### config.mk
export PLATFORM = sky130hd
export DESIGN_NAME = tas_acq_sequencer
export DESIGN_NICKNAME = d
export VERILOG_FILES = /design/src/include/tas_pkg.sv /design/src/verilog/tas_osc_timer.sv /design/src/verilog/tas_acq_sequencer.sv
export VERILOG_INCLUDE_DIRS = /design/src /design/src/include
export SDC_FILE = /design/constraint.sdc
export NUM_CORES = 1
export LEC_CHECK = 0
export ABC_AREA = 1
export BUFFER_PORTS_ARGS = -buffer_cell sky130_fd_sc_hd__buf_2
export CAP_MARGIN = 20
export CORE_MARGIN = 3
export CORE_UTILIZATION = 27
export CTS_CLUSTER_DIAMETER = 50
export DETAILED_ROUTE_END_ITERATION = 8
export SLEW_MARGIN = 10
export SYNTH_ARGS = -nofsm -noshare
export SYNTH_HDL_FRONTEND = slang
export SYNTH_SLANG_ARGS = --single-unit
### constraint.sdc
create_clock -name i_clk -period 3.2 [get_ports i_clk]
set_input_delay 0.96 -clock i_clk [delete_from_list [all_inputs] [get_ports i_clk]]
set_output_delay 0.96 -clock i_clk [all_outputs]
set_load 0.02 [all_outputs]
### src/include/tas_defs.svh
// Constants of the touch acquisition sequencer: status bits, channel codes and timing.
// Assumes a 100 MHz system clock; every delay counts internal oscillator periods.
`ifndef TAS_DEFS_SVH
`define TAS_DEFS_SVH

`define TAS_CLK_PERIOD_NS 10
`define TAS_OSC_PERIOD_NS 555
`define TAS_OSC_CYCLES ((`TAS_OSC_PERIOD_NS + `TAS_CLK_PERIOD_NS - 1) / `TAS_CLK_PERIOD_NS)

`define TAS_STAT_CONV_DONE_BIT 7
`define TAS_STAT_PEN_TOUCH_BIT 6

`define TAS_CHAN_LAST 4
`define TAS_CHAN_SEQ 3'h7
`define TAS_CHAN_COUNT 5

`define TAS_OVERHEAD_OSC 47
`define TAS_CONV_OSC 21
`define TAS_TAIL_OSC 1
`define TAS_POWERUP_OSC 16

`define TAS_DELAY_MIN_NS 500
`define TAS_DELAY_MAX_NS 18190000
`define TAS_DELAY_MIN_OSC \
    ((`TAS_DELAY_MIN_NS + `TAS_OSC_PERIOD_NS - 1) / `TAS_OSC_PERIOD_NS)
`define TAS_DELAY_MAX_OSC (`TAS_DELAY_MAX_NS / `TAS_OSC_PERIOD_NS)

`endif

### src/include/tas_pkg.sv
// Types shared by the touch acquisition sequencer and its bench.
// Assumes nothing beyond a SystemVerilog compiler.
package tas_pkg;

    typedef enum logic [2:0] {
        TAS_CMD_SELECT,
        TAS_CMD_CONVERT,
        TAS_CMD_MANUAL_AUTO,
        TAS_CMD_TOUCH_DETECT,
        TAS_CMD_TOUCH_TRIGGERED
    } tas_cmd_type;

    typedef enum logic [1:0] {
        TAS_MODE_MANUAL,
        TAS_MODE_AUTO,
        TAS_MODE_TOUCH_DETECT,
        TAS_MODE_TOUCH_TRIGGERED
    } tas_mode_type;

    typedef enum logic [2:0] {
        TAS_ST_POWERUP,
        TAS_ST_IDLE,
        TAS_ST_OVERHEAD,
        TAS_ST_WAIT_EDGE,
        TAS_ST_BIAS,
        TAS_ST_CONVERT,
        TAS_ST_FILTER,
        TAS_ST_TAIL
    } tas_state_type;

endpackage

### src/verilog/tas_osc_timer.sv
// Delay timer counting internal oscillator periods.
// Assumes a start pulse from logic on the same clock; a new start restarts it.
`timescale 1ns/1ps
`default_nettype none
`include "tas_defs.svh"

module tas_osc_timer (
    // Clock and reset
    input wire logic i_clk,
    input wire logic i_reset,
    // Request
    input wire logic i_start,
    input wire logic [15:0] i_osc_count,
    // Answer
    output logic o_done
);
    import tas_pkg::*;

    localparam logic [6:0] PRE_LOAD = 7'(`TAS_OSC_CYCLES - 1);

    logic [6:0] prescale;
    logic [15:0] left;
    logic next_done;
    logic [6:0] next_prescale;
    logic [15:0] next_left;

    always_comb begin
        next_prescale = prescale;
        next_left = left;
        next_done = 1'b0;
        if (i_start) begin
            next_prescale = PRE_LOAD;
            next_left = (i_osc_count == 16'h0) ? 16'h1 : i_osc_count;
        end else if (left != 16'h0) begin
            if (prescale == 7'h0) begin
                next_prescale = PRE_LOAD;
                next_left = left - 16'h1;
                next_done = (left == 16'h1);
            end else begin
                next_prescale = prescale - 7'h1;
            end
        end
    end

    always_ff @(posedge i_clk) begin
        if (i_reset) begin
            prescale <= 7'h0;
            left <= 16'h0;
            o_done <= 1'b0;
        end else begin
            prescale <= next_prescale;
            left <= next_left;
            o_done <= next_done;
        end
    end

endmodule
`default_nettype wire

### src/verilog/tas_acq_sequencer.sv
// Acquisition sequencer and interrupt logic of a resistive touch controller.
// Assumes a command decoder and a result reader on i_clk; touch, trigger and
// reset pins arrive asynchronously; the interrupt line has an external pull-up.
`timescale 1ns/1ps
`default_nettype none
`include "tas_defs.svh"

// How it works
// touch-detect touch sets pen flag, pulls interrupt
// status read clears pen flag, releases line
// touch-triggered mode idles until panel touched
// touch-triggered interrupts only with touched coordinates; code suppresses untouched ones only in auto mode with i_cond_irq
// starts in manual mode after reset
// single conversion uses command channel field
// sequence code converts mask bits MSB first
// mask one samples, mask zero skips channel
// averaging repeats conversions with filter delay between
// nonzero edge select waits for trigger edge
// trigger edge starts bias delay, then acquisition
// interrupt held low through reset and power-up
// conversion completion sets done flag, pulls line
// reading all channel data clears done flag
// interrupt line is only pulled low, never high
// no new conversion while interrupt asserted
// sequence takes overhead plus per-channel delays
// averaging count 1,3,5,7; one to five channels
// settle delays clamp to 0.5us..18.19ms
// timing counts oscillator periods of 555ns
// host programs auto rate, fetches at rate; code uses i_rate only to pick auto over manual and restarts at once when idle
// host distrusts extreme pressure sample pairs
// host sets bias delay near ten RC
// touch-detect mode left only by manual command
// channel biased before conversion, unbiased after
// results held until read, never overwritten; code overwrites them unread in auto mode with i_cond_irq and no touch
module tas_acq_sequencer (
    // Clock and reset
    input wire logic i_clk,
    input wire logic i_reset,
    input wire logic i_hardware_reset_pin_n,
    // Commands
    input wire logic i_cmd_valid,
    input wire tas_pkg::tas_cmd_type i_cmd_code,
    input wire logic [2:0] i_cmd_chan,
    // Configuration
    input wire logic [3:0] i_rate,
    input wire logic i_cond_irq,
    input wire logic [4:0] i_channel_mask_register,
    input wire logic [1:0] i_avg_order,
    input wire logic [15:0] i_bias_settle_delay,
    input wire logic [15:0] i_filter_settle_delay,
    input wire logic [1:0] i_external_trigger_edge_select,
    // Host reads
    input wire logic i_status_read,
    input wire logic i_channels_read,
    input wire logic [2:0] i_result_index,
    // Pins and converter
    input wire logic i_panel_touched,
    input wire logic i_external_trigger,
    input wire logic [11:0] i_adc_data,
    output logic o_adc_start,
    output logic o_bias_enable,
    output logic [2:0] o_bias_chan,
    // Interrupt line and status
    output logic o_interrupt_request_line_out,
    output logic o_interrupt_request_line_oe_n,
    output logic [7:0] o_status_register,
    output logic [14:0] o_result_data,
    output tas_pkg::tas_mode_type o_mode,
    output logic o_busy
);
    import tas_pkg::*;

    ////////////////////////////////////////////////////////////////////////////
    // Pin synchronisers.

    logic rpin_meta, rpin_sync, pen_meta, pen_sync, aux_meta, aux_sync, aux_prev, pen_prev;
    logic rst;

    always_ff @(posedge i_clk) begin
        if (i_reset) begin
            rpin_meta <= 1'b0;
            rpin_sync <= 1'b0;
            pen_meta <= 1'b0;
            pen_sync <= 1'b0;
            aux_meta <= 1'b0;
            aux_sync <= 1'b0;
            aux_prev <= 1'b0;
            pen_prev <= 1'b0;
        end else begin
            rpin_meta <= i_hardware_reset_pin_n;
            rpin_sync <= rpin_meta;
            pen_meta <= i_panel_touched;
            pen_sync <= pen_meta;
            aux_meta <= i_external_trigger;
            aux_sync <= aux_meta;
            aux_prev <= aux_sync;
            pen_prev <= pen_sync;
        end
    end

    assign rst = i_reset | ~rpin_sync;

    ////////////////////////////////////////////////////////////////////////////
    // Helpers.

    function automatic logic [4:0] chan_bit(input logic [2:0] chan);
        return (chan <= 3'(`TAS_CHAN_LAST)) ? 5'(5'h10 >> chan) : 5'h0;
    endfunction

    function automatic logic [2:0] first_chan(input logic [4:0] mask);
        logic [2:0] c;
        c = 3'h0;
        for (int i = 0; i < `TAS_CHAN_COUNT; i++) begin
            if (mask[i]) c = 3'(`TAS_CHAN_LAST - i);
        end
        return c;
    endfunction

    function automatic logic [15:0] clamp_delay(input logic [15:0] d);
        if (d < 16'(`TAS_DELAY_MIN_OSC)) return 16'(`TAS_DELAY_MIN_OSC);
        if (d > 16'(`TAS_DELAY_MAX_OSC)) return 16'(`TAS_DELAY_MAX_OSC);
        return d;
    endfunction

    ////////////////////////////////////////////////////////////////////////////
    // Sequencer.

    tas_state_type state, next_state;
    tas_mode_type mode, next_mode;
    logic [4:0] remaining, next_remaining, start_mask;
    logic [2:0] chan, next_chan, avg_left, next_avg_left;
    logic [14:0] accum, next_accum, sum;
    logic [14:0] results [`TAS_CHAN_COUNT];
    logic [14:0] next_results [`TAS_CHAN_COUNT];
    logic pen_flag, next_pen_flag, conv_flag, next_conv_flag;
    logic timer_start, next_timer_start, timer_done;
    logic [15:0] timer_count, next_timer_count;
    logic next_adc_start, next_bias_enable, next_irq_oe_n;
    logic [2:0] next_bias_chan;
    logic irq_active, pen_rise, aux_hit, seq_done, done_evt, go_bias;

    tas_osc_timer u_timer (
        .i_clk(i_clk),
        .i_reset(rst),
        .i_start(timer_start),
        .i_osc_count(timer_count),
        .o_done(timer_done)
    );

    assign irq_active = (state == TAS_ST_POWERUP) | pen_flag | conv_flag;
    assign pen_rise = pen_sync & ~pen_prev;
    assign aux_hit = (i_external_trigger_edge_select[0] & aux_sync & ~aux_prev) |
                     (i_external_trigger_edge_select[1] & ~aux_sync & aux_prev);
    assign sum = accum + 15'(i_adc_data);

    always_comb begin
        next_state = state;
        next_mode = mode;
        next_remaining = remaining;
        next_chan = chan;
        next_avg_left = avg_left;
        next_accum = accum;
        next_results = results;
        next_pen_flag = pen_flag;
        next_conv_flag = conv_flag;
        next_timer_start = 1'b0;
        next_timer_count = timer_count;
        next_adc_start = 1'b0;
        next_bias_enable = o_bias_enable;
        next_bias_chan = o_bias_chan;
        seq_done = 1'b0;
        go_bias = 1'b0;
        start_mask = 5'h0;
        if (i_cmd_valid) begin
            if (i_cmd_code == TAS_CMD_MANUAL_AUTO) begin
                next_mode = (i_rate == 4'h0) ? TAS_MODE_MANUAL : TAS_MODE_AUTO;
            end else if (i_cmd_code == TAS_CMD_TOUCH_DETECT) begin
                next_mode = TAS_MODE_TOUCH_DETECT;
            end else if (i_cmd_code == TAS_CMD_TOUCH_TRIGGERED &&
                         mode != TAS_MODE_TOUCH_DETECT) begin
                next_mode = TAS_MODE_TOUCH_TRIGGERED;
            end
        end
        if (mode == TAS_MODE_MANUAL && i_cmd_valid && i_cmd_code == TAS_CMD_CONVERT) begin
            start_mask = (i_cmd_chan == `TAS_CHAN_SEQ) ? i_channel_mask_register
                                                      : chan_bit(i_cmd_chan);
        end else if (mode == TAS_MODE_AUTO) begin
            start_mask = i_channel_mask_register;
        end else if (mode == TAS_MODE_TOUCH_TRIGGERED && pen_sync) begin
            start_mask = i_channel_mask_register;
        end
        unique case (state)
            TAS_ST_POWERUP: begin
                if (timer_done) next_state = TAS_ST_IDLE;
            end
            TAS_ST_IDLE: begin
                if (mode == TAS_MODE_MANUAL && i_cmd_valid && i_cmd_code == TAS_CMD_SELECT &&
                    chan_bit(i_cmd_chan) != 5'h0) begin
                    next_bias_enable = 1'b1;
                    next_bias_chan = i_cmd_chan;
                end
                if (!irq_active && start_mask != 5'h0) begin
                    next_remaining = start_mask;
                    next_chan = first_chan(start_mask);
                    next_state = TAS_ST_OVERHEAD;
                    next_timer_start = 1'b1;
                    next_timer_count = 16'(`TAS_OVERHEAD_OSC);
                end
            end
            TAS_ST_OVERHEAD: begin
                if (timer_done) begin
                    if (i_external_trigger_edge_select != 2'h0) begin
                        next_state = TAS_ST_WAIT_EDGE;
                    end else begin
                        go_bias = 1'b1;
                    end
                end
            end
            TAS_ST_WAIT_EDGE: begin
                go_bias = aux_hit;
            end
            TAS_ST_BIAS: begin
                if (timer_done) begin
                    next_state = TAS_ST_CONVERT;
                    next_adc_start = 1'b1;
                    next_accum = 15'h0;
                    next_avg_left = {i_avg_order, 1'b1};
                    next_timer_start = 1'b1;
                    next_timer_count = 16'(`TAS_CONV_OSC);
                end
            end
            TAS_ST_CONVERT: begin
                if (timer_done) begin
                    next_accum = sum;
                    next_timer_start = 1'b1;
                    if (avg_left > 3'h1) begin
                        next_avg_left = avg_left - 3'h1;
                        next_state = TAS_ST_FILTER;
                        next_timer_count = clamp_delay(i_filter_settle_delay);
                    end else begin
                        next_results[chan] = sum;
                        next_bias_enable = 1'b0;
                        next_state = TAS_ST_TAIL;
                        next_timer_count = 16'(`TAS_TAIL_OSC);
                    end
                end
            end
            TAS_ST_FILTER: begin
                if (timer_done) begin
                    next_state = TAS_ST_CONVERT;
                    next_adc_start = 1'b1;
                    next_timer_start = 1'b1;
                    next_timer_count = 16'(`TAS_CONV_OSC);
                end
            end
            TAS_ST_TAIL: begin
                if (timer_done) begin
                    next_remaining = remaining & ~chan_bit(chan);
                    if (next_remaining != 5'h0) begin
                        next_chan = first_chan(next_remaining);
                        go_bias = 1'b1;
                    end else begin
                        seq_done = 1'b1;
                        next_state = TAS_ST_IDLE;
                    end
                end
            end
        endcase
        if (go_bias) begin
            next_state = TAS_ST_BIAS;
            next_bias_enable = 1'b1;
            next_bias_chan = next_chan;
            next_timer_start = 1'b1;
            next_timer_count = clamp_delay(i_bias_settle_delay);
        end
        done_evt = seq_done && !(mode == TAS_MODE_AUTO && i_cond_irq && !pen_sync);
        if (i_status_read) next_pen_flag = 1'b0;
        if (mode == TAS_MODE_TOUCH_DETECT && pen_rise) next_pen_flag = 1'b1;
        if (i_channels_read) next_conv_flag = 1'b0;
        if (done_evt) next_conv_flag = 1'b1;
        next_irq_oe_n = !(next_state == TAS_ST_POWERUP || next_pen_flag || next_conv_flag);
    end

    always_ff @(posedge i_clk) begin
        if (rst) begin
            state <= TAS_ST_POWERUP;
            mode <= TAS_MODE_MANUAL;
            remaining <= 5'h0;
            chan <= 3'h0;
            avg_left <= 3'h0;
            accum <= 15'h0;
            for (int i = 0; i < `TAS_CHAN_COUNT; i++) results[i] <= 15'h0;
            pen_flag <= 1'b0;
            conv_flag <= 1'b0;
            timer_start <= 1'b1;
            timer_count <= 16'(`TAS_POWERUP_OSC);
            o_adc_start <= 1'b0;
            o_bias_enable <= 1'b0;
            o_bias_chan <= 3'h0;
            o_interrupt_request_line_out <= 1'b0;
            o_interrupt_request_line_oe_n <= 1'b0;
            o_status_register <= 8'h0;
            o_result_data <= 15'h0;
            o_mode <= TAS_MODE_MANUAL;
            o_busy <= 1'b0;
        end else begin
            state <= next_state;
            mode <= next_mode;
            remaining <= next_remaining;
            chan <= next_chan;
            avg_left <= next_avg_left;
            accum <= next_accum;
            results <= next_results;
            pen_flag <= next_pen_flag;
            conv_flag <= next_conv_flag;
            timer_start <= next_timer_start;
            timer_count <= next_timer_count;
            o_adc_start <= next_adc_start;
            o_bias_enable <= next_bias_enable;
            o_bias_chan <= next_bias_chan;
            o_interrupt_request_line_out <= 1'b0;
            o_interrupt_request_line_oe_n <= next_irq_oe_n;
            o_status_register <= {next_conv_flag, next_pen_flag, 6'h0};
            o_result_data <= (i_result_index <= 3'(`TAS_CHAN_LAST)) ?
                             next_results[i_result_index] : 15'h0;
            o_mode <= next_mode;
            o_busy <= !(next_state == TAS_ST_IDLE || next_state == TAS_ST_POWERUP);
        end
    end
endmodule
`default_nettype wire

==> impl_metrics.csv <==
group,metric,value,unit
die,die_area,38400,um2
sta,max_slew.worst_pin.slew,0.517,ns
yosys,syn_avg_cell_area,6.63,um2
power_and_ir_drop,p_leak,4.86,nW
worst_setup_path,crit_type,"primary input to flip-flop",
worst_setup_path,arrival,3.02,ns
clock_tree,cts_buffers,17,
worst_setup_path,crit_fanout,4,
min_path,holdPathEnd,"aux_sync$_SDFF_PP0_",
job,cap_violations,0,
routing,ant_nets,0,
cells_and_area,syn_to_final_growth,17.1,%
yosys,yosysTopAreaCell,"dfxtp_1",
sta,fin_setup_tns,0,ns
yosys,synth-main-ff-cell,"dfxtp_1",
yosys,synthArstFlopShare,0,%
power_and_ir_drop,seq_power_share,47.9,%
power_and_ir_drop,p_total,4.68,mW
power_and_ir_drop,powerDensity,409,nW/um2
die,die_w,196,um
worst_setup_path,crit_start,"i_adc_data[0]",
cells_and_area,n_fill_cell,3827,
clock_tree,cts_tree,"built",
worst_setup_path,r2r_end,"o_result_data[7]$_SDFF_PP0_",
power_and_ir_drop,ir_drop,0.366,mV
die,initial_core_util,27.8,%
routing,wl_met1,13600,um
sta,min_period,2.65,ns
sta,final-max-slew-violation-count,0,
yosys,synth_edf_count,0,
sta,finalClockSkew,0.0145,ns
clock_tree,post_cts_buffers,0,
routing,avgRoutedWirePerCell,14.5,um
status,status,"complete, no violations",
sta,holdWs,0.403,ns
sta,setup_viol,0,
placed_design,dp_hpwl,21300,um
min_path,hold_class,"flip-flop to flip-flop",
power_and_ir_drop,power.switching,1.23,mW
placed_design,gp_congestion,0.877,
cells_and_area,n_antenna_cell,0,
worst_setup_path,r2r_cells,13,
yosys,netlist.area_leader.share,36.7,%
die,die_y,196,um
sta,rsz0062_at_grt,"false",
routing,drc,0,
yosys,yosysWarnings,0,
routing,routed-wl-met3,1290,um
sta,fmaxAchievable,0.377,GHz
routing,num_vias,9792,
clock_tree,hold_buffers,0,
worst_setup_path,required,3.57,ns
min_path,hold_depth,2,
power_and_ir_drop,p_sw_share,26.4,%
yosys,yosys_register_bits,179,
cells_and_area,final_common_cell,"nand2_1",
routing,drt_first_iter_violations,667,
cells_and_area,drive_gt1_share,15.1,%
worst_setup_path,cp-start-kind,"primary input",
die,core_area,35100,um2
clock_tree,cts_sinks,179,
grt,grt_pass1_wl,48600,um
grt,antenna_found_initial,0,
power_and_ir_drop,internal-power,3.44,mW
yosys,synth_cell_types,59,
clock_tree,root_buffer,"clkbuf_16",
yosys,synthTopCellsByArea,"dfxtp_1 (37%), nand2_1 (14%), nand3_1 (7.1%)",
grt,overflow,0,
routing,vias_per_cell,4.80,
die,pin_count,108,
yosys,synthCells,1471,
power_and_ir_drop,clockPowerShare,45.6,%
min_path,hold_start,"aux_meta$_SDFF_PP0_",
worst_setup_path,r2r_start,"avg_left[1]$_SDFFE_PP0P_",
routing,first_pass_iters,5,
sta,hold_viol,0,
worst_setup_path,reg2reg_slack,0.75,ns
cells_and_area,final_nets,1664,
grt,grt_max_degree,93,
routing,highest_layer,"met4",
power_and_ir_drop,p_comb_share,6.5,%
yosys,synth_area,9750,um2
grt,grtUsageTotal,15.6,%
die,rows,68,
clock_tree,clock_latency,0.45,ns
clock_tree,clkTransAtPathRegs,0.07,ns
routing,dr_wl_met2,13900,um
clock_tree,post_cts_resized,0,
placed_design,portBuffers,100,
worst_setup_path,crit_path_end_kind,"flip-flop",
clock_tree,clock_path_buffers,2,
yosys,yosysSeqAreaShare,36.7,%
sta,worst_slew_margin_rel,65.2,%
grt,grt_pass1_vias,9546,
routing,finalWirelength,29600,um
clock_tree,htree_levels,4,
sta,fin_crit_sh,82.8,%
cells_and_area,final_cell_mix,"nand2_1 (367), dfxtp_1 (179), nor2_1 (169), inv_1 (143), nand3_1 (139)",
==> worst max path at each step <==
stage | depth (start not counted) | endpoint | slack (ns)
finish | 18 | o_result_data[14]$_SDFF_PP0_ | 0.55
CTS | 18 | o_result_data[14]$_SDFF_PP0_ | 0.56
global placement | 18 | o_result_data[14]$_SDFF_PP0_ | 0.12
floorplan | 17 | o_result_data[14]$_SDFF_PP0_ | 0.43
detailed placement | 18 | o_result_data[14]$_SDFF_PP0_ | 0.10
global route | 18 | o_result_data[14]$_SDFF_PP0_ | 0.29
==> area by class of cell <==
cell class / count / area, um2 / area share (%)
Clock buffer: 17 / 425 / 3.72
Clock inverter: 15 / 159 / 1.39
Tap cell: 455 / 569 / 4.98
Sequential cell: 179 / 3580 / 31.4
Multi-Input combinational cell: 1077 / 5270 / 46.1
Timing Repair Buffer: 138 / 823 / 7.21
Inverter: 158 / 597 / 5.22
==> per-stage QoR <==
stage	worst slack, ns	instance area [um2]	util, %	cells
after global placement	0.120	10800	30.9	2007
after detailed placement	0.105	10800	30.9	2007
final	0.551	11400	32.6	2039
after global routing	0.288	11400	32.6	2039
after CTS	0.562	11400	32.6	2039
after floorplan	0.428	9770	-	1477
==> metal layers <==
layer / GRT usage (%) / up-vias
li1: - / 4995
met1: 20.3 / 4523
met2: 26.0 / 225
met3: 2.44 / 49
met4: 5.97 / 0
met5: 0 / -
==> sequential cells by signal, indices dropped and copies added (netlist names), 2 cells and up <==
signal             flops
remaining              5
o_status_register      2
o_result_data         15
o_bias_chan            3
mode                   2
chan                   3
avg_left               3
accum                 15
timer_count           16
state                  3
results               75
u_timer.prescale       7
u_timer.left          16
==> cells by family after synthesis <==
| group | share of synthesized area (%) |
|---|---|
| simple gates | 35.6 |
| compound gates | 14.6 |
| buf+inv | 9.55 |
| flops | 36.7 |
| fa+ha+maj | 2.39 |
| xor+xnor | 1.08 |
| other cells | 0.0385 |
==> critical path: stages <==
cell and delay (ns):
buf_2 0.09, ha_1 0.15, inv_1 0.05, fa_1 0.40, nand3b_1 0.17, nand2_1 0.09, nand2_1 0.07, nand2_1 0.15
nand2_1 0.11, nand3b_1 0.16, nand2_1 0.12, nand2_1 0.09, nand3_1 0.07, nand2_1 0.08, inv_1 0.04, nand2_1 0.05
nand2_1 0.04, a21oi_1 0.12
==> Yosys cell counts (11+ instances only) <==
master      n
nand2_2    11
ha_1       17
nor3_1     12
o21ai_1    14
clkbuf_1   29
inv_1     144
dfxtp_1   179
nand2_1   367
or2_2      24
buf_4      17
a21oi_1    89
nor2_1    170
nand3_1   139
nand4_1    17
a31oi_1    13
o21ai_0    98
==> power groups by stage <==
stage               clock network [mW]  logic [mW]  registers [mW]
floorplan                            0       0.173            2.29
global placement                     0       0.300            2.29
detailed placement                   0       0.301            2.29
CTS                               2.19       0.303            2.24
global route                      2.28       0.341            2.24
finish                            2.13       0.305            2.24
Power figures use the tool's default switching activity.
